File: config.mk
export PLATFORM = sky130hd
export DESIGN_NAME = bus_buffer_connect_control
export DESIGN_NICKNAME = d
export VERILOG_FILES = /design/src/hdl/bus_buffer_pkg.sv /design/src/hdl/segment_monitor.sv /design/src/hdl/bus_buffer_connect_control.sv
export VERILOG_INCLUDE_DIRS = /design/src /design/src/hdl
export SDC_FILE = /design/constraint.sdc
export NUM_CORES = 1
export LEC_CHECK = 0
export BUFFER_PORTS_ARGS = -buffer_cell sky130_fd_sc_hd__buf_2
export CORE_MARGIN = 2
export CORE_UTILIZATION = 45
export CTS_BUF_LIST = sky130_fd_sc_hd__clkbuf_8
export DETAILED_ROUTE_END_ITERATION = 10
export GPL_TIMING_DRIVEN = 0
export PLACE_DENSITY = 0.6
export SYNTH_ARGS = -nofsm -noshare
export SYNTH_HDL_FRONTEND = slang
export SYNTH_SLANG_ARGS = --single-unit
File: constraint.sdc
create_clock -name clk -period 5.34 [get_ports clk]
set_input_delay 0.801 -clock clk [delete_from_list [all_inputs] [get_ports clk]]
set_output_delay 0.801 -clock clk [all_outputs]
set_load 0.01 [all_outputs]
File: src/hdl/bus_buffer_defs.svh
// Timing constants for the bus buffer connection control.
// Assumes a single 200 MHz clock; counts are derived from the nominal times.
`ifndef BUS_BUFFER_DEFS_SVH
`define BUS_BUFFER_DEFS_SVH
`define CLK_PERIOD_NS 5
// Stuck-low timeout, least time, rounded up
`define STUCK_TIMEOUT_NS 30000000
`define STUCK_TIMEOUT_CYCLES ((`STUCK_TIMEOUT_NS + `CLK_PERIOD_NS - 1) / `CLK_PERIOD_NS)
// Wait after the stuck split before clocking starts, least time
`define PRECLOCK_WAIT_NS 40000
`define PRECLOCK_WAIT_CYCLES ((`PRECLOCK_WAIT_NS + `CLK_PERIOD_NS - 1) / `CLK_PERIOD_NS)
// Recovery clock rate, half period rounded down
`define RECOVERY_RATE_HZ 8500
`define RECOVERY_HALF_CYCLES (1000000000 / (2 * `RECOVERY_RATE_HZ * `CLK_PERIOD_NS))
`define RECOVERY_PULSES 16
// Both lines high this long counts as bus idle
`define BUS_IDLE_NS 1300
`define BUS_IDLE_CYCLES ((`BUS_IDLE_NS + `CLK_PERIOD_NS - 1) / `CLK_PERIOD_NS)
`endif

File: src/hdl/bus_buffer_pkg.sv
// Types shared by the bus buffer connection control.
// Assumes nothing beyond a SystemVerilog compiler.
package bus_buffer_pkg;
  // One sampled two-wire segment
  typedef struct packed {
    logic data;
    logic clock;
  } line_sample_type;
  // Connection state machine
  typedef enum logic [2:0] {
    wait_join,
    joined,
    stuck_wait,
    recover_clock,
    recover_stop,
    stuck_hold
  } state_type;
endpackage

File: src/hdl/segment_monitor.sv
// Watches one synchronised two-wire segment for idle and stop conditions.
// Assumes its inputs are already synchronised to clk.
`timescale 1ns/1ps
module segment_monitor #(
  parameter int IDLE_CYCLES = 260
) (
  input wire logic clk, // System clock
  input wire logic reset, // Synchronous reset, high
  input wire bus_buffer_pkg::line_sample_type lines, // Synchronised lines
  output logic idle, // Both lines high long enough
  output logic stop // One-cycle pulse on a stop condition
);
  localparam int IW = $clog2(IDLE_CYCLES + 1);
  logic [IW-1:0] idle_cnt_q;
  logic data_prev_q;
  logic stop_q;

  ////////////////////////////////////////////////////////////////////////////
  // Idle counter saturates so idle stays a level
  always_ff @(posedge clk) begin
    if (reset || !lines.data || !lines.clock) begin
      idle_cnt_q <= '0;
    end else if (idle_cnt_q != IW'(IDLE_CYCLES)) begin
      idle_cnt_q <= idle_cnt_q + 1'b1;
    end
  end

  // Stop is data rising while clock stays high
  always_ff @(posedge clk) begin
    if (reset) begin
      data_prev_q <= 1'b1;
      stop_q <= 1'b0;
    end else begin
      data_prev_q <= lines.data;
      stop_q <= lines.clock && lines.data && !data_prev_q;
    end
  end

  assign idle = (idle_cnt_q == IW'(IDLE_CYCLES));
  assign stop = stop_q;
endmodule

File: src/hdl/bus_buffer_connect_control.sv
// Connection control for a live-insertion two-wire bus buffer.
// Assumes the bus, enable and lockout pins are asynchronous to clk and pass through two flip-flops here;
// the analog pass gates and accelerators are steered by the outputs.
// Function
// RULE1 - Enable low: split segments, hold ready low
// RULE2 - Enable high: join only after transactions finish
// RULE3 - Ready released when segments join
// RULE4 - No recovery clocking while enable low
// RULE5 - Enable rise after fault forces join
// RULE6 - Forced join restarts stuck timers, still active
// RULE7 - Joined: accelerators on all four lines
// RULE8 - Accelerators off before join, during recovery
// RULE9 - Controller holds enable low during insertion
// RULE10 - Join on both idle, or stop plus idle
// RULE11 - Card line low too long splits
// RULE12 - Wait, clock up to sixteen, then stop
// RULE13 - Stuck line high: rearm, await stop/idle
// RULE14 - Timeouts counted from clk by parameters
`include "bus_buffer_defs.svh"
`timescale 1ns/1ps
module bus_buffer_connect_control #(
  parameter int STUCK_CYCLES = `STUCK_TIMEOUT_CYCLES,
  parameter int PRECLOCK_CYCLES = `PRECLOCK_WAIT_CYCLES,
  parameter int HALF_CYCLES = `RECOVERY_HALF_CYCLES,
  parameter int PULSES = `RECOVERY_PULSES,
  parameter int IDLE_CYCLES = `BUS_IDLE_CYCLES
) (
  input wire logic clk, // System clock, 200 MHz
  input wire logic reset, // Synchronous reset, high
  input wire logic undervoltage_lockout, // Supply too low, high
  input wire logic enable, // Connection enable pin
  input wire logic backplane_data_line_in, // Backplane data level
  input wire logic backplane_clock_line_in, // Backplane clock level
  input wire logic card_data_line_in, // Card data level
  input wire logic card_clock_line_in, // Card clock level
  output logic card_data_line_out, // Card data drive value, always low
  output logic card_data_line_oe, // Card data pulled low
  output logic card_clock_line_out, // Card clock drive value, always low
  output logic card_clock_line_oe, // Card clock pulled low
  output logic ready_out, // Ready drive value, always low
  output logic ready_oe, // Ready pulled low
  output logic connect, // Segments joined
  output logic [3:0] accel_enable // Accelerators: card clk, card data, bp clk, bp data
);
  localparam int SW = $clog2(STUCK_CYCLES + 1);
  localparam int PW = $clog2(PRECLOCK_CYCLES + HALF_CYCLES + 1);
  localparam int CW = $clog2(PULSES + 1);

  logic [5:0] sync1_q;
  logic [5:0] sync2_q;
  logic en_s;
  logic lockout_s;
  logic en_prev_q;
  logic en_rise;
  bus_buffer_pkg::line_sample_type bp_s;
  bus_buffer_pkg::line_sample_type card_s;
  logic bp_idle;
  logic bp_stop;
  logic card_idle;
  logic card_stop;
  logic join_ok;
  logic [SW-1:0] stuck_cnt_q [2];
  logic timeout;
  logic fault_q;
  bus_buffer_pkg::state_type state_q;
  logic [PW-1:0] phase_cnt_q;
  logic [PW-1:0] phase_limit;
  logic tick;
  logic clk_low_q;
  logic [CW-1:0] pulse_cnt_q;
  logic [1:0] stop_phase_q;
  logic hold_reset;

  ////////////////////////////////////////////////////////////////////////////
  // Two-flop synchronisers; only the second stage is read
  always_ff @(posedge clk) begin
    if (reset) begin
      sync1_q <= 6'h3c;
      sync2_q <= 6'h3c;
    end else begin
      sync1_q <= {backplane_data_line_in, backplane_clock_line_in, card_data_line_in,
                  card_clock_line_in, undervoltage_lockout, enable};
      sync2_q <= sync1_q;
    end
  end

  assign en_s = sync2_q[0];
  assign lockout_s = sync2_q[1];
  assign card_s = bus_buffer_pkg::line_sample_type'(sync2_q[3:2]);
  assign bp_s = bus_buffer_pkg::line_sample_type'(sync2_q[5:4]);
  // Lockout behaves like reset so nothing acts on a half-powered bus
  assign hold_reset = reset || lockout_s;

  // Enable edge finder; it tracks the pin through lockout so that leaving
  // lockout with enable already high is not taken for a rising edge
  always_ff @(posedge clk) begin
    if (reset) begin
      en_prev_q <= 1'b0;
    end else begin
      en_prev_q <= en_s;
    end
  end
  assign en_rise = en_s && !en_prev_q;

  ////////////////////////////////////////////////////////////////////////////
  // Idle and stop watchers on both segments
  segment_monitor #(.IDLE_CYCLES(IDLE_CYCLES)) bp_monitor (
    .clk(clk),
    .reset(hold_reset),
    .lines(bp_s),
    .idle(bp_idle),
    .stop(bp_stop)
  );
  segment_monitor #(.IDLE_CYCLES(IDLE_CYCLES)) card_monitor (
    .clk(clk),
    .reset(hold_reset),
    .lines(card_s),
    .idle(card_idle),
    .stop(card_stop)
  );
  // Both idle, or a stop on one side with the other idle
  assign join_ok = (bp_idle && card_idle) || (bp_stop && card_idle) ||
                   (bp_idle && card_stop); // RULE10

  ////////////////////////////////////////////////////////////////////////////
  // Stuck-low timers, one per card line; that line going high, reset, lockout or a forced join clears it
  always_ff @(posedge clk) begin
    for (int i = 0; i < 2; i++) begin
      if (hold_reset || sync2_q[2+i] || (en_rise && fault_q)) begin // RULE11 RULE6
        stuck_cnt_q[i] <= '0;
      end else if (stuck_cnt_q[i] != SW'(STUCK_CYCLES)) begin
        stuck_cnt_q[i] <= stuck_cnt_q[i] + 1'b1; // RULE14
      end
    end
  end
  assign timeout = (stuck_cnt_q[0] == SW'(STUCK_CYCLES)) ||
                   (stuck_cnt_q[1] == SW'(STUCK_CYCLES));

  ////////////////////////////////////////////////////////////////////////////
  // Recovery timebase: preclock wait, then half periods of the slow clock
  always_comb begin
    if (state_q == bus_buffer_pkg::stuck_wait) begin
      phase_limit = PW'(PRECLOCK_CYCLES); // RULE14
    end else begin
      phase_limit = PW'(HALF_CYCLES);
    end
  end
  assign tick = (phase_cnt_q == phase_limit);

  always_ff @(posedge clk) begin
    if (hold_reset || tick || state_q == bus_buffer_pkg::joined ||
        state_q == bus_buffer_pkg::wait_join || state_q == bus_buffer_pkg::stuck_hold) begin
      phase_cnt_q <= '0;
    end else begin
      phase_cnt_q <= phase_cnt_q + 1'b1;
    end
  end

  ////////////////////////////////////////////////////////////////////////////
  // Fault memory: a timeout arms the forced join; any join disarms it
  always_ff @(posedge clk) begin
    if (hold_reset) begin
      fault_q <= 1'b0;
    end else if (timeout && en_s && (state_q == bus_buffer_pkg::joined ||
                                     state_q == bus_buffer_pkg::wait_join)) begin
      fault_q <= 1'b1; // Set wins over the clear below
    end else if (state_q == bus_buffer_pkg::joined) begin
      fault_q <= 1'b0;
    end
  end

  ////////////////////////////////////////////////////////////////////////////
  // Connection state machine
  always_ff @(posedge clk) begin
    if (hold_reset) begin
      state_q <= bus_buffer_pkg::wait_join;
    end else if (!en_s) begin
      state_q <= bus_buffer_pkg::wait_join; // RULE1 RULE4
    end else if (en_rise && fault_q) begin
      state_q <= bus_buffer_pkg::joined; // RULE5
    end else begin
      case (state_q)
        bus_buffer_pkg::wait_join: begin
          if (timeout) begin
            state_q <= bus_buffer_pkg::stuck_wait;
          end else if (join_ok) begin
            state_q <= bus_buffer_pkg::joined; // RULE2
          end
        end
        bus_buffer_pkg::joined: begin
          if (timeout) begin
            state_q <= bus_buffer_pkg::stuck_wait; // RULE11
          end
        end
        bus_buffer_pkg::stuck_wait: begin
          if (tick) begin
            state_q <= bus_buffer_pkg::recover_clock; // RULE12
          end
        end
        bus_buffer_pkg::recover_clock: begin
          // Stop early once the card data line is free
          if (tick && !clk_low_q && (pulse_cnt_q == CW'(PULSES) || card_s.data)) begin
            state_q <= bus_buffer_pkg::recover_stop; // RULE12
          end
        end
        bus_buffer_pkg::recover_stop: begin
          if (tick && stop_phase_q == 2'h2) begin
            state_q <= bus_buffer_pkg::stuck_hold;
          end
        end
        bus_buffer_pkg::stuck_hold: begin
          if (card_s.data && card_s.clock) begin
            state_q <= bus_buffer_pkg::wait_join; // RULE13
          end
        end
        default: begin
          state_q <= bus_buffer_pkg::wait_join;
        end
      endcase
    end
  end

  // Recovery clock phase and pulse count
  always_ff @(posedge clk) begin
    if (hold_reset || state_q != bus_buffer_pkg::recover_clock) begin
      clk_low_q <= 1'b1;
      pulse_cnt_q <= '0;
    end else if (tick) begin
      clk_low_q <= !clk_low_q;
      if (clk_low_q) begin
        pulse_cnt_q <= pulse_cnt_q + 1'b1;
      end
    end
  end

  // Stop steps: both low, clock released, then data released
  always_ff @(posedge clk) begin
    if (hold_reset || state_q != bus_buffer_pkg::recover_stop) begin
      stop_phase_q <= 2'h0;
    end else if (tick && stop_phase_q != 2'h2) begin
      stop_phase_q <= stop_phase_q + 2'h1;
    end
  end

  ////////////////////////////////////////////////////////////////////////////
  // Pin drive; open-drain so only the enables carry information
  assign card_clock_line_oe = en_s && ((state_q == bus_buffer_pkg::recover_clock && clk_low_q) ||
                              (state_q == bus_buffer_pkg::recover_stop &&
                               stop_phase_q == 2'h0)); // RULE4 RULE12
  assign card_data_line_oe = en_s && state_q == bus_buffer_pkg::recover_stop &&
                             stop_phase_q != 2'h2; // RULE12
  assign card_clock_line_out = 1'b0;
  assign card_data_line_out = 1'b0;
  assign ready_out = 1'b0;
  assign connect = (state_q == bus_buffer_pkg::joined); // RULE1
  assign ready_oe = !(connect && en_s); // RULE1 RULE3
  assign accel_enable = {4{connect}}; // RULE7 RULE8
endmodule

## After elaboration in Yosys (flattened, before gate mapping)

Memories as Yosys holds them, arrays and structs flattened.
Cells that the tools add are included.

| word-level totals | value |
|---|---|
| input port bits | 8 |
| memories kept | 1 |
| word-level logic and storage cells | 141 |
| output and inout port bits | 11 |
| bits in writable memories | 46 |
| register bits after elaboration | 62 |

Memory list:

| name | words | width | rd ports | clocked after memory_dff | wr ports | line | source |
|---|---|---|---|---|---|---|---|
| stuck_cnt_q | 2 | 23 | 2 | 0 | 2 | bus_buffer_connect_control.sv:62 | `logic [SW-1:0] stuck_cnt_q [2];` |

| cells by class | value |
|---|---|
| reductions and logical operators | 59 |
| add/sub/neg operators | 7 |
| bitwise gates (word level) | 3 |
| multiplexer cells | 24 |
| equal/unequal tests | 31 |

Operator list:

| kind | number |
|---|---|
| 23-bit by 1-bit adder with 23-bit output (second input constant) | 2 |
| 23-bit == test (second input constant) | 2 |
| 23-bit 2-to-1 mux | 2 |
| 23-bit inequality test (second input constant) | 2 |
| 1-bit logical AND | 21 |
| 1-bit logical OR | 21 |
| 3-bit 2-to-1 mux | 7 |
| 9-bit by 1-bit adder with 9-bit output (second input constant) | 2 |
| 9-bit == test (second input constant) | 2 |
| 9-bit inequality test (second input constant) | 2 |
| 3-bit one-hot mux with 6 select lines | 1 |
| 15-bit by 1-bit adder with 15-bit output (second input constant) | 1 |
| 15-bit == test | 1 |
| 3-bit inequality test (second input constant) | 5 |
| 14-bit 2-to-1 mux | 1 |
| 1-bit 2-to-1 mux | 13 |
| 6-bit AND reduction | 2 |
| 1-bit logical NOT | 9 |
| 2-bit inequality test (second input constant) | 4 |
| 3-bit by 2-bit == test with 1-bit output (second input constant) | 2 |
| 3-bit == test (second input constant) | 2 |
| 3-bit by 2-bit inequality test with 1-bit output (second input constant) | 2 |
| 5-bit by 1-bit adder with 5-bit output (second input constant) | 1 |
| 5-bit == test (second input constant) | 1 |
| other kinds (14) | 16 |

## Depth between registers and ports, before layout

Gate-level depths: netlist of the first run.

| depth | value |
|---|---|
| depth in word-level cells | 8 |
| gate-level depth with buffers | 10 |
| gate-level depth less buffers | 9 |

## Modules after synthesis

From an unflattened synthesis of the first run, not the netlist that was laid out.

| unflattened totals | value |
|---|---|
| cells, all modules | 563 |
| area, all modules | 5386.4 sq um |

By module, submodules not included:

| module | cells each | times used | seq. area each (sq um) | area an instance (sq um) |
|---|---|---|---|---|
| bus_buffer_connect_control | 455 | 1 | 2182.1 | 4400.5 |
| segment_monitor | 54 | 2 | 220.2 | 493.0 |

## Worst setup path after synthesis of the first run

OpenSTA, ideal clock, no wires.

| timing path | value |
|---|---|
| path type | input -> register |
| start point | input reset |
| end point | memory stuck_cnt_q[1][0] in the netlist's numbering (enable) |
| buffers on the path | 1 |
| library setup time | 0.418 ns |
| path slack | 3.066 ns |
| stages | 4 |
| required time | 4.922 ns |
| data arrival time | 1.855 ns |
| cells stage by stage | clkbuf_1 -> or3_1 -> nor2_1 -> nand2_1 |

RTL lines:

| what | line | source |
|---|---|---|
| start, declared | bus_buffer_connect_control.sv:29 | `input wire logic reset,` |
| end, declared | bus_buffer_connect_control.sv:62 |  |

## Final worst setup path of the first run

| timing path | value |
|---|---|
| start point | register state_q[0] |
| end point | output ready_oe |

| on the way | value |
|---|---|
| longest elaborated chain between the ends | 3 |

RTL lines:

| what | line | source |
|---|---|---|
| start, declared | bus_buffer_connect_control.sv:65 | `bus_buffer_pkg::state_type state_q;` |
| start signal, assigned | bus_buffer_connect_control.sv:176 | `state_q <= bus_buffer_pkg::wait_join;` |
| start signal, assigned | bus_buffer_connect_control.sv:178 | `state_q <= bus_buffer_pkg::wait_join;` |
| start signal, assigned | bus_buffer_connect_control.sv:180 | `state_q <= bus_buffer_pkg::joined;` |
| 3-bit by 1-bit == test with 1-bit output | bus_buffer_connect_control.sv:255 | `assign connect = (state_q == bus_buffer_pkg::joined);` |
| 1-bit logical AND | bus_buffer_connect_control.sv:256 | `assign ready_oe = !(connect && en_s);` |
| 1-bit logical NOT | bus_buffer_connect_control.sv:256 |  |
| end, declared | bus_buffer_connect_control.sv:41 | `output logic ready_oe,` |

Every way passes these cells.

==> impl_metrics.ini, run 1 <==
[die]
start_util = 0.464
ioPinCount = 19
die_area_mm2 = 0.0127
die_x_um = 113
row_count = 39
core_mm2 = 0.0115
die_h_um = 113

[sta]
fin_crit_ps = 2990
hold_viol_final = 0
tns_ps = 0
period_share = 0.560
slew_viol_final = 0
setup_viol = 0
relSlewSlack = 0.348
skew_ps = 10.7
rsz0062_at_grt = false
timing.fmax_ghz = 0.334
worstMarginPinSlew_ps = 975

[clocking]
htreeDepth = 3
tritoncts = done
clock-root-buffer = clkbuf_8
cts_sinks = 108
cts_setup_buffers = 0
clkTransAtPathRegs_ps = 110
holdBufCountCts = 0
cts-resized-gates = 0
insertion_delay_ps = 400
clock_path_buffers = 2
cts_buffers = 9

[critical_path]
crit_buf_inv = 3
cp.arrival_ps = 2190
cp.required_ps = 4540
cp_slowest_cell = nor3_1
crit_path_start_kind = flip-flop
crit_fanout = 10
cp-end-kind = output port
crit_chain = buf_2 -> inv_1 -> nor3_1 -> nand2_1 -> buf_2
critPathTopFamily = simple AND/OR/NAND/NOR gates
path_common_cell = buf_2
r2r_slack_ps = 2860
criticalPathCategory = flip-flop to output port
critPathMaxStageDelay_ps = 730

[drt]
ant_nets = 0
drtIter0Drc = 200
vias = 3882
drc_errors = 0
wirelength_mm = 9.81
wl_per_cell_um = 13.1
first_pass_iters = 4
vias_per_cell = 5.20

[logic_synthesis]
netlist_top_cells_area = edfxtp_1 (26%), dfxtp_1 (23%), xor2_1 (7.7%)
ys_types = 49
netlist_instances = 571
synth_top_area_cell = edfxtp_1
synth-edff-count = 46
synth_area_per_cell_um2 = 9.32
synth-seq-cells = 108
synth_seq_area_share = 0.493
yosysWarnings = 0
synthesis.area_mm2 = 0.00532
yosysTopAreaCellShare = 0.260
ys.flop_type = dfxtp_1
synthArstFlopShare = 0

[run_status]
status = complete, no violations

[final_layout]
drive_gt1_frac = 0.0962
syn_to_final_growth_pct = 8.91
fillCellCount = 1054
final_nets = 620
antenna_cells = 0

[place]
hpwl_mm = 6.92
gp_congestion = 0.786
portBuffers = 14

[power]
p_switching_mw = 0.341
p_leak_nw = 2.02
power_frac_comb = 0.021
seqPwrFrac = 0.600
cellPowerDensity_mw_per_mm2 = 249
p_total_mw = 1.45
internal_power_mw = 1.10
ir_worst_vdd_mv = 0.259
netSwitchingFraction = 0.236
power_frac_clock = 0.379

[global_route]
grt_usage = 0.166
grt_pass1_wl_mm = 17.3
grt_max_degree = 24
grt-ovfl-total = 0
antenna_found_initial = 0
grt_pass1_vias = 3751

[worst_hold_path]
hold_path.class = flip-flop to flip-flop

[job]
maxCapViolCount = 0
[power groups by stage]
| stage | registers [mW] | logic, mW | clock network [mW] |
|---|---|---|---|
| 2_1_floorplan | 0.885 | 0.0227 | 0 |
| 3_3_place_gp | 0.887 | 0.0303 | 0 |
| 3_5_place_dp | 0.887 | 0.0310 | 0 |
| 4_1_cts | 0.868 | 0.0311 | 0.562 |
| 5_1_grt | 0.870 | 0.0353 | 0.592 |
| 6_report | 0.868 | 0.0306 | 0.547 |
[state kept, by name, summed over array words and instances, names as in the netlist, 2 cells and up]
register,cells
bp_monitor.idle_cnt_q,9
card_monitor.idle_cnt_q,9
phase_cnt_q,15
pulse_cnt_q,5
state_q,3
stop_phase_q,2
stuck_cnt_q,46
sync1_q,6
sync2_q,6
[cell families after synthesis]
kind of cell             synth area share
AND/OR/NAND/NOR                     0.277
flip-flops                          0.493
XOR/XNOR                            0.105
AO/OA/AOI/OAI                      0.0524
buffers and inverters              0.0374
adder cells (fa/ha/maj)            0.0329
other                            0.000705
multiplexers                      0.00188
[per-stage QoR]
step	worst slack, ps	instance area, um2	util	std cells	hold WS [ps]
global placement	2680	5580	0.487	730	370
global route	2150	5800	0.506	746	417
detailed placement	2650	5580	0.487	730	376
finish	2350	5800	0.506	746	392
CTS	2290	5800	0.506	746	396
floorplan	3070	5330	-	573	368
[cell usage after synthesis (14+ instances only)]
cell type and count:
ha_1 14, dfxtp_1 62, nand2_1 50, xnor2_1 17, edfxtp_1 46, and3_1 14
inv_1 21, a21oi_1 21, xor2_1 47, nand4_1 20, nand3_1 32, nor2_1 97
[metal layers]
layer  GRT usage  share of wire
met1       0.231           0.52
met2       0.255           0.43
met3      0.0289          0.026
met4      0.0756          0.021
met5           0              0
[layout by cell type, fill, tap and decap left out, types with 10 or more instances in the layout]
master and count:
o21ai_0 12, nor3_1 10, xnor2_1 17, clkbuf_1 12, nand2_1 50, edfxtp_1 46
ha_1 14, or2_2 10, nand4_1 20, inv_1 21, dfxtp_1 62, xor2_1 47
or3_1 12, and3_1 14, buf_2 17, nor2_1 97, a21oi_1 21, nand3_1 32
[path summary, 6_finish.rpt]
check	startpoint	endpoint	cells after the start
min reg2reg	bp_monitor.data_prev_q	bp_monitor.stop	1
max reg2reg	stuck_cnt_q[0][4]	stuck_cnt_q[0][2]	4
max	state_q[0]	ready_oe	5
min	bp_monitor.data_prev_q	bp_monitor.stop	1
[layout make-up]
type | count | area, um2 | area share
flip-flops and latches | 108 | 2620 | 0.452
multi-input cells | 421 | 2510 | 0.433
well taps | 143 | 179 | 0.0309
clock buffers | 9 | 124 | 0.0214
plain buffers | 23 | 120 | 0.0207
clock inverters | 7 | 93.8 | 0.0162
inverters | 21 | 78.8 | 0.0136
repair buffers | 14 | 70.1 | 0.0121
(Power assumes the default switching activity.)
==> run 2, diff against run 1 <==
--- a/config.mk
+++ b/config.mk
@@ -6,6 +6,7 @@
 export SDC_FILE = /design/constraint.sdc
 export NUM_CORES = 1
 export LEC_CHECK = 0
+export ABC_AREA = 1
 export BUFFER_PORTS_ARGS = -buffer_cell sky130_fd_sc_hd__buf_2
 export CORE_MARGIN = 2
 export CORE_UTILIZATION = 45
==> constraint.sdc (replaced) <==
create_clock -name clk -period 3.1 [get_ports clk]
set_input_delay 0.465 -clock clk [delete_from_list [all_inputs] [get_ports clk]]
set_output_delay 0.465 -clock clk [all_outputs]
set_load 0.01 [all_outputs]
==> impl_metrics.ini, run 2 <==
[place]
place_inst = 915
portBuffers = 15
dpl_cell_area_mm2 = 0.00606
hpwl_mm = 8.03
gp_congestion = 0.839

[drt]
dr.max_layer_used = met4
vias_per_cell = 4.91
wl_met2_mm = 4.91
wirelength_mm = 10.9
wl_met1_mm = 5.48
drc_errors = 0
ant_nets = 0
dr_wl_met3_um = 375
drtIter0Drc = 259
first_pass_iters = 4
wl_per_cell_um = 11.7
vias = 4582

[die]
ioPinCount = 19
core_mm2 = 0.0126
die_h_um = 117
start_util = 0.459
row_count = 41
die_x_um = 117
die_area_mm2 = 0.0137

[critical_path]
critPathTopFamily = simple AND/OR/NAND/NOR gates
cp-end-kind = output port
crit_chain = inv_1 -> nor3_1 -> buf_4 -> buf_2
crit_buf_inv = 3
cp.arrival_ps = 1880
rr_endpoint = phase_cnt_q[13]
critPathMaxStageDelay_ps = 680
criticalPathCategory = flip-flop to output port
crit_path_start_kind = flip-flop
reg2reg_from = state_q[0]
crit_fanout = 7
cp_slowest_cell = nor3_1
r2r_slack_ps = 920
reg2reg_depth = 8
cp.required_ps = 2630

[logic_synthesis]
netlist_instances = 726
synthArstFlopShare = 0
synth_seq_area_share = 0.455
synth_common_cells = nand2_1 (124), inv_1 (107), nor2_1 (103)
synthesis.area_mm2 = 0.00577
synth_simple_gate_area_frac = 0.322
synth-seq-cells = 108
ys.flop_type = dfxtp_1
synthAdderAreaFrac = 0.0304
synth-edff-count = 46
synth_top_area_cell = edfxtp_1
yosysMostFrequentCell = nand2_1
synth_area_per_cell_um2 = 7.94
synth_top_family_by_area = simple AND/OR/NAND/NOR gates
netlist_top_cells_area = edfxtp_1 (24%), dfxtp_1 (22%), nand2_1 (8.1%)
yosysTopAreaCellShare = 0.240
ys_types = 44
synthMuxAreaShare = 0
yosysWarnings = 0
synth-compound-area-share = 0.0727
synth_xor_xnor_area_share = 0.0304

[power]
p_total_mw = 2.43
cellPowerDensity_mw_per_mm2 = 387
ir_worst_vdd_mv = 0.288
p_leak_nw = 2.24

[sta]
rsz0062_at_grt = false
skew_ps = 10.8
hold_viol_final = 0
tns_ps = 0
slew_viol_final = 0
whs_ps = 254
fin_crit_ps = 2350
timing.fmax_ghz = 0.426
relSlewSlack = 0.413
setup_viol = 0
period_share = 0.758
worstMarginPinSlew_ps = 874

[clocking]
cts-resized-gates = 0
clock-root-buffer = clkbuf_8
clock_path_buffers = 2
tritoncts = done
htreeDepth = 3
cts_sinks = 108
insertion_delay_ps = 390
cts_buffers = 9
holdBufCountCts = 0
clkTransAtPathRegs_ps = 100
cts_setup_buffers = 0

[global_route]
grt_pass1_wl_mm = 18.7
grt-ovfl-total = 0
grt_usage = 0.171
antenna_found_initial = 0
grt_pass1_vias = 4216
grt_max_degree = 24

[job]
maxCapViolCount = 0

[final_layout]
regMostFlops = stuck_cnt_q
fin_area_mm2 = 0.00629
largest_reg_flops = 46
fillCellCount = 1224
mostFrequentLayoutCells = nand2_1 (124), inv_1 (107), nor2_1 (103)
layout.cells.non_filler = 933
drive_gt1_frac = 0.129
reg.largest.list = stuck_cnt_q x46, phase_cnt_q x15
antenna_cells = 0
final_nets = 778
syn_to_final_growth_pct = 9.07
final_common_cell = nand2_1

[worst_hold_path]
min-delay-start = backplane_clock_line_in
hold-path-endpoint = sync1_q[4]
hold_path.class = input port to flip-flop
hold_path_depth = 2

[run_status]
status = complete, no violations
[run 2: changes by cell type after synthesis, sizes merged, moves of 19 or more]
cell   delta
a21oi    +19
inv      +91
nand2    +77
nor2     +20
nor3     +34
xor2     -34
[run 2: area by class of cell]
cell class                      count  area, um2  share of cell area
Buffer                             13       90.1              0.0143
Clock buffer                        9        124              0.0197
Clock inverter                      7       71.3              0.0113
Inverter                          112        420              0.0669
Multi-Input combinational cell    495       2640               0.420
Sequential cell                   108       2620               0.417
Tap cell                          172        215              0.0342
Timing Repair Buffer               17        105              0.0167
[run 2: worst max-delay path by stage]
stage,depth (start not counted),start,to
floorplan,5,reset,stuck_cnt_q[1][0]
global placement,5,reset,stuck_cnt_q[0][21]
detailed placement,5,reset,stuck_cnt_q[0][2]
CTS,4,sync2_q[0],stuck_cnt_q[0][15]
global route,4,state_q[0],accel_enable[0]
finish,4,state_q[0],accel_enable[1]
[run 2: kinds of logic after synthesis]
logic type               Yosys count
flip-flops                       108
XOR/XNOR                          20
adder cells (fa/ha/maj)           14
AO/OA/AOI/OAI                     75
AND/OR/NAND/NOR                  383
buffers and inverters            125
other                              1
[run 2: metrics by stage]
step           utilization  setup WS (ps)
3_5_place_dp         0.482           2.19
5_1_grt              0.500            550
2_1_floorplan            -            901
4_1_cts              0.498            255
3_3_place_gp         0.482           21.6
6_report             0.500            751
[run 2: per-layer routing]
| layer | GRT usage | vias to the layer above |
|---|---|---|
| met5 | 0 | - |
| met4 | 0.0471 | 0 |
| met3 | 0.0479 | 9 |
| met2 | 0.279 | 62 |
| met1 | 0.225 | 2091 |
| li1 | - | 2420 |
[run 2: worst register-to-register path: stages (launching register included)]
cell	delay, ps
dfxtp_1	380
inv_1	100
nor3_1	680
inv_1	170
o21ai_0	170
nor3_1	100
nand2_1	200
buf_4	220
nor2_1	60
[run 2: power by group]
| part | internal (mW) | switching (mW) |
|---|---|---|
| registers | 1.48 | 0.00784 |
| logic | 0.0237 | 0.0367 |
| clock network | 0.379 | 0.502 |
==> run 3, diff against run 2 <==
--- a/config.mk
+++ b/config.mk
@@ -13,7 +13,7 @@
 export CTS_BUF_LIST = sky130_fd_sc_hd__clkbuf_8
 export DETAILED_ROUTE_END_ITERATION = 10
 export GPL_TIMING_DRIVEN = 0
-export PLACE_DENSITY = 0.6
+export PLACE_DENSITY = 0.62
 export SYNTH_ARGS = -nofsm -noshare
 export SYNTH_HDL_FRONTEND = slang
 export SYNTH_SLANG_ARGS = --single-unit
==> constraint.sdc (replaced) <==
create_clock -name clk -period 1.92 [get_ports clk]
set_input_delay 0.288 -clock clk [delete_from_list [all_inputs] [get_ports clk]]
set_output_delay 0.288 -clock clk [all_outputs]
set_load 0.01 [all_outputs]
==> impl_metrics.ini, run 3 (synthesis results as in run 2) <==
[run_status]
status = complete, no violations

[final_layout]
drive_gt1_frac = 0.213
final_common_cell = nand2_1
seq_area_mm2 = 0.00263
reg.largest.list = stuck_cnt_q x46, phase_cnt_q x15
largest_reg_flops = 46
mostFrequentLayoutCells = nand2_1 (112), inv_1 (105), nor2_1 (97)
fillCellCount = 1172
regMostFlops = stuck_cnt_q
final_nets = 814
syn_to_final_growth_pct = 17.9
antenna_cells = 0
layout.cells.non_filler = 969
multi_input_area_mm2 = 0.00288

[power]
cellPowerDensity_mw_per_mm2 = 597
seqPwrFrac = 0.594
internal_power_mw = 3.17
p_switching_mw = 0.885
ir_worst_vdd_mv = 0.671
power_frac_clock = 0.380
netSwitchingFraction = 0.218
p_leak_nw = 2.51
power_frac_comb = 0.026

[die]
die_h_um = 117
die_x_um = 117
core_mm2 = 0.0126
start_util = 0.459
die_area_mm2 = 0.0137
ioPinCount = 19
row_count = 41

[critical_path]
path_common_cell = nor3_4
crit_buf_inv = 1
crit_chain = inv_1 -> nor3_4 -> nand3_2 -> nor3_4 -> nand2_2 -> nor2_2 -> a21oi_1 -> o21a_1
cp.arrival_ps = 2080
criticalPathCategory = flip-flop to flip-flop
cp-end-kind = flip-flop
cp.required_ps = 2080
crit_fanout = 5
cp_slowest_cell = edfxtp_1
critPathMaxStageDelay_ps = 460
critPathTopFamily = simple AND/OR/NAND/NOR gates
crit_path_start_kind = flip-flop

[worst_hold_path]
hold_path.class = input port to flip-flop

[sta]
hold_viol_final = 0
period_share = 0.998
setup_viol = 0
relSlewSlack = 0.664
fin_crit_ps = 1920
rsz0062_at_grt = true
worst_slack_ps = 4.04
timing.fmax_ghz = 0.522
worstMarginPinSlew_ps = 501
slew_viol_final = 0
skew_ps = 9.51

[drt]
drc_errors = 0
wl_per_cell_um = 12.4
vias_per_cell = 5.01
first_pass_iters = 5
drtIter0Drc = 353
wirelength_mm = 12.0
vias = 4851
ant_nets = 0

[clocking]
insertion_delay_ps = 390
tritoncts = done
clock_path_buffers = 2
clkTransAtPathRegs_ps = 100
htreeDepth = 3
cts_buffers = 9
clock-root-buffer = clkbuf_8
cts_sinks = 108

[global_route]
grt_pass1_wl_mm = 19.6
grt_usage = 0.181
antenna_found_initial = 0
grt_pass1_vias = 4398
grt_max_degree = 18
grt-ovfl-total = 0

[place]
portBuffers = 15
hpwl_mm = 8.15
place_inst = 915
gp_congestion = 0.822
place_ws_ps = -874

[job]
maxCapViolCount = 0
==> run 3: cell types whose count changed in the layout (fill, tap and decap cells not counted), moves of 4 or more <==
cell     delta
nor2_1      -6
nand2_2    +10
nor3_4      +5
nor3_1      -8
nor2_4      +8
buf_4      +36
inv_4       -4
nand2_1    -12
==> run 3: worst reg2reg max path, stage by stage (launching register included) <==
cell	delay (ps)
edfxtp_1	460
inv_1	130
nor3_4	220
nand3_2	170
nor3_4	280
nand2_2	140
nor2_2	120
a21oi_1	70
o21a_1	100
==> run 3: path summary, 6_finish.rpt <==
check	start	slack (ps)	to	cells past startpoint
max	stuck_cnt_q[1][5]	4	stuck_cnt_q[1][19]	8
min	card_data_line_in	80	sync1_q[3]	2
max reg2reg	stuck_cnt_q[1][5]	4	stuck_cnt_q[1][19]	8
min reg2reg	bp_monitor.data_prev_q	380	bp_monitor.stop	1
==> run 3: layer usage <==
metal / share of wire / up-vias / global-route usage
met5: 0 / - / 0
met1: 0.46 / 2244 / 0.231
met4: 0.015 / 0 / 0.0510
li1: - / 2507 / -
met3: 0.036 / 20 / 0.0494
met2: 0.49 / 80 / 0.301
==> run 3: power groups by stage <==
stage / logic (mW) / clock network (mW) / registers (mW)
floorplan: 0.0727 / 0 / 2.46
global route: 0.119 / 1.66 / 2.41
finish: 0.105 / 1.54 / 2.41
detailed placement: 0.0991 / 0 / 2.46
CTS: 0.102 / 1.59 / 2.41
global placement: 0.0969 / 0 / 2.46
==> run 3: cell type report <==
| class | instances | share of cell area |
|---|---|---|
| clock inverter | 7 | 0.0134 |
| buffer | 13 | 0.0140 |
| inverter | 112 | 0.0618 |
| multi-input combinational | 497 | 0.423 |
| tap | 172 | 0.0317 |
| clock buffer | 9 | 0.0182 |
| timing repair buffer | 51 | 0.0513 |
| sequential | 108 | 0.386 |
==> run 3: stage by stage <==
step	TNS, ps	hold WS (ps)	util	total power, mW	instance area [um2]
after floorplan	-5060	368	-	2.53	5790
after global placement	-45320	371	0.484	2.56	6080
after detailed placement	-46010	372	0.484	2.56	6080
after CTS	0	57.6	0.514	4.10	6460
after global routing	-882	49.6	0.541	4.19	6800
final	0	76.5	0.541	4.06	6800
==> run 3: what timing repair did <==
action,in CTS,in global routing
gates resized for setup,14,42
setup buffers,12,24
hold buffers,0,0
pin swaps,7,16
endpoints found under the setup margin,93,53
cloned,2,0
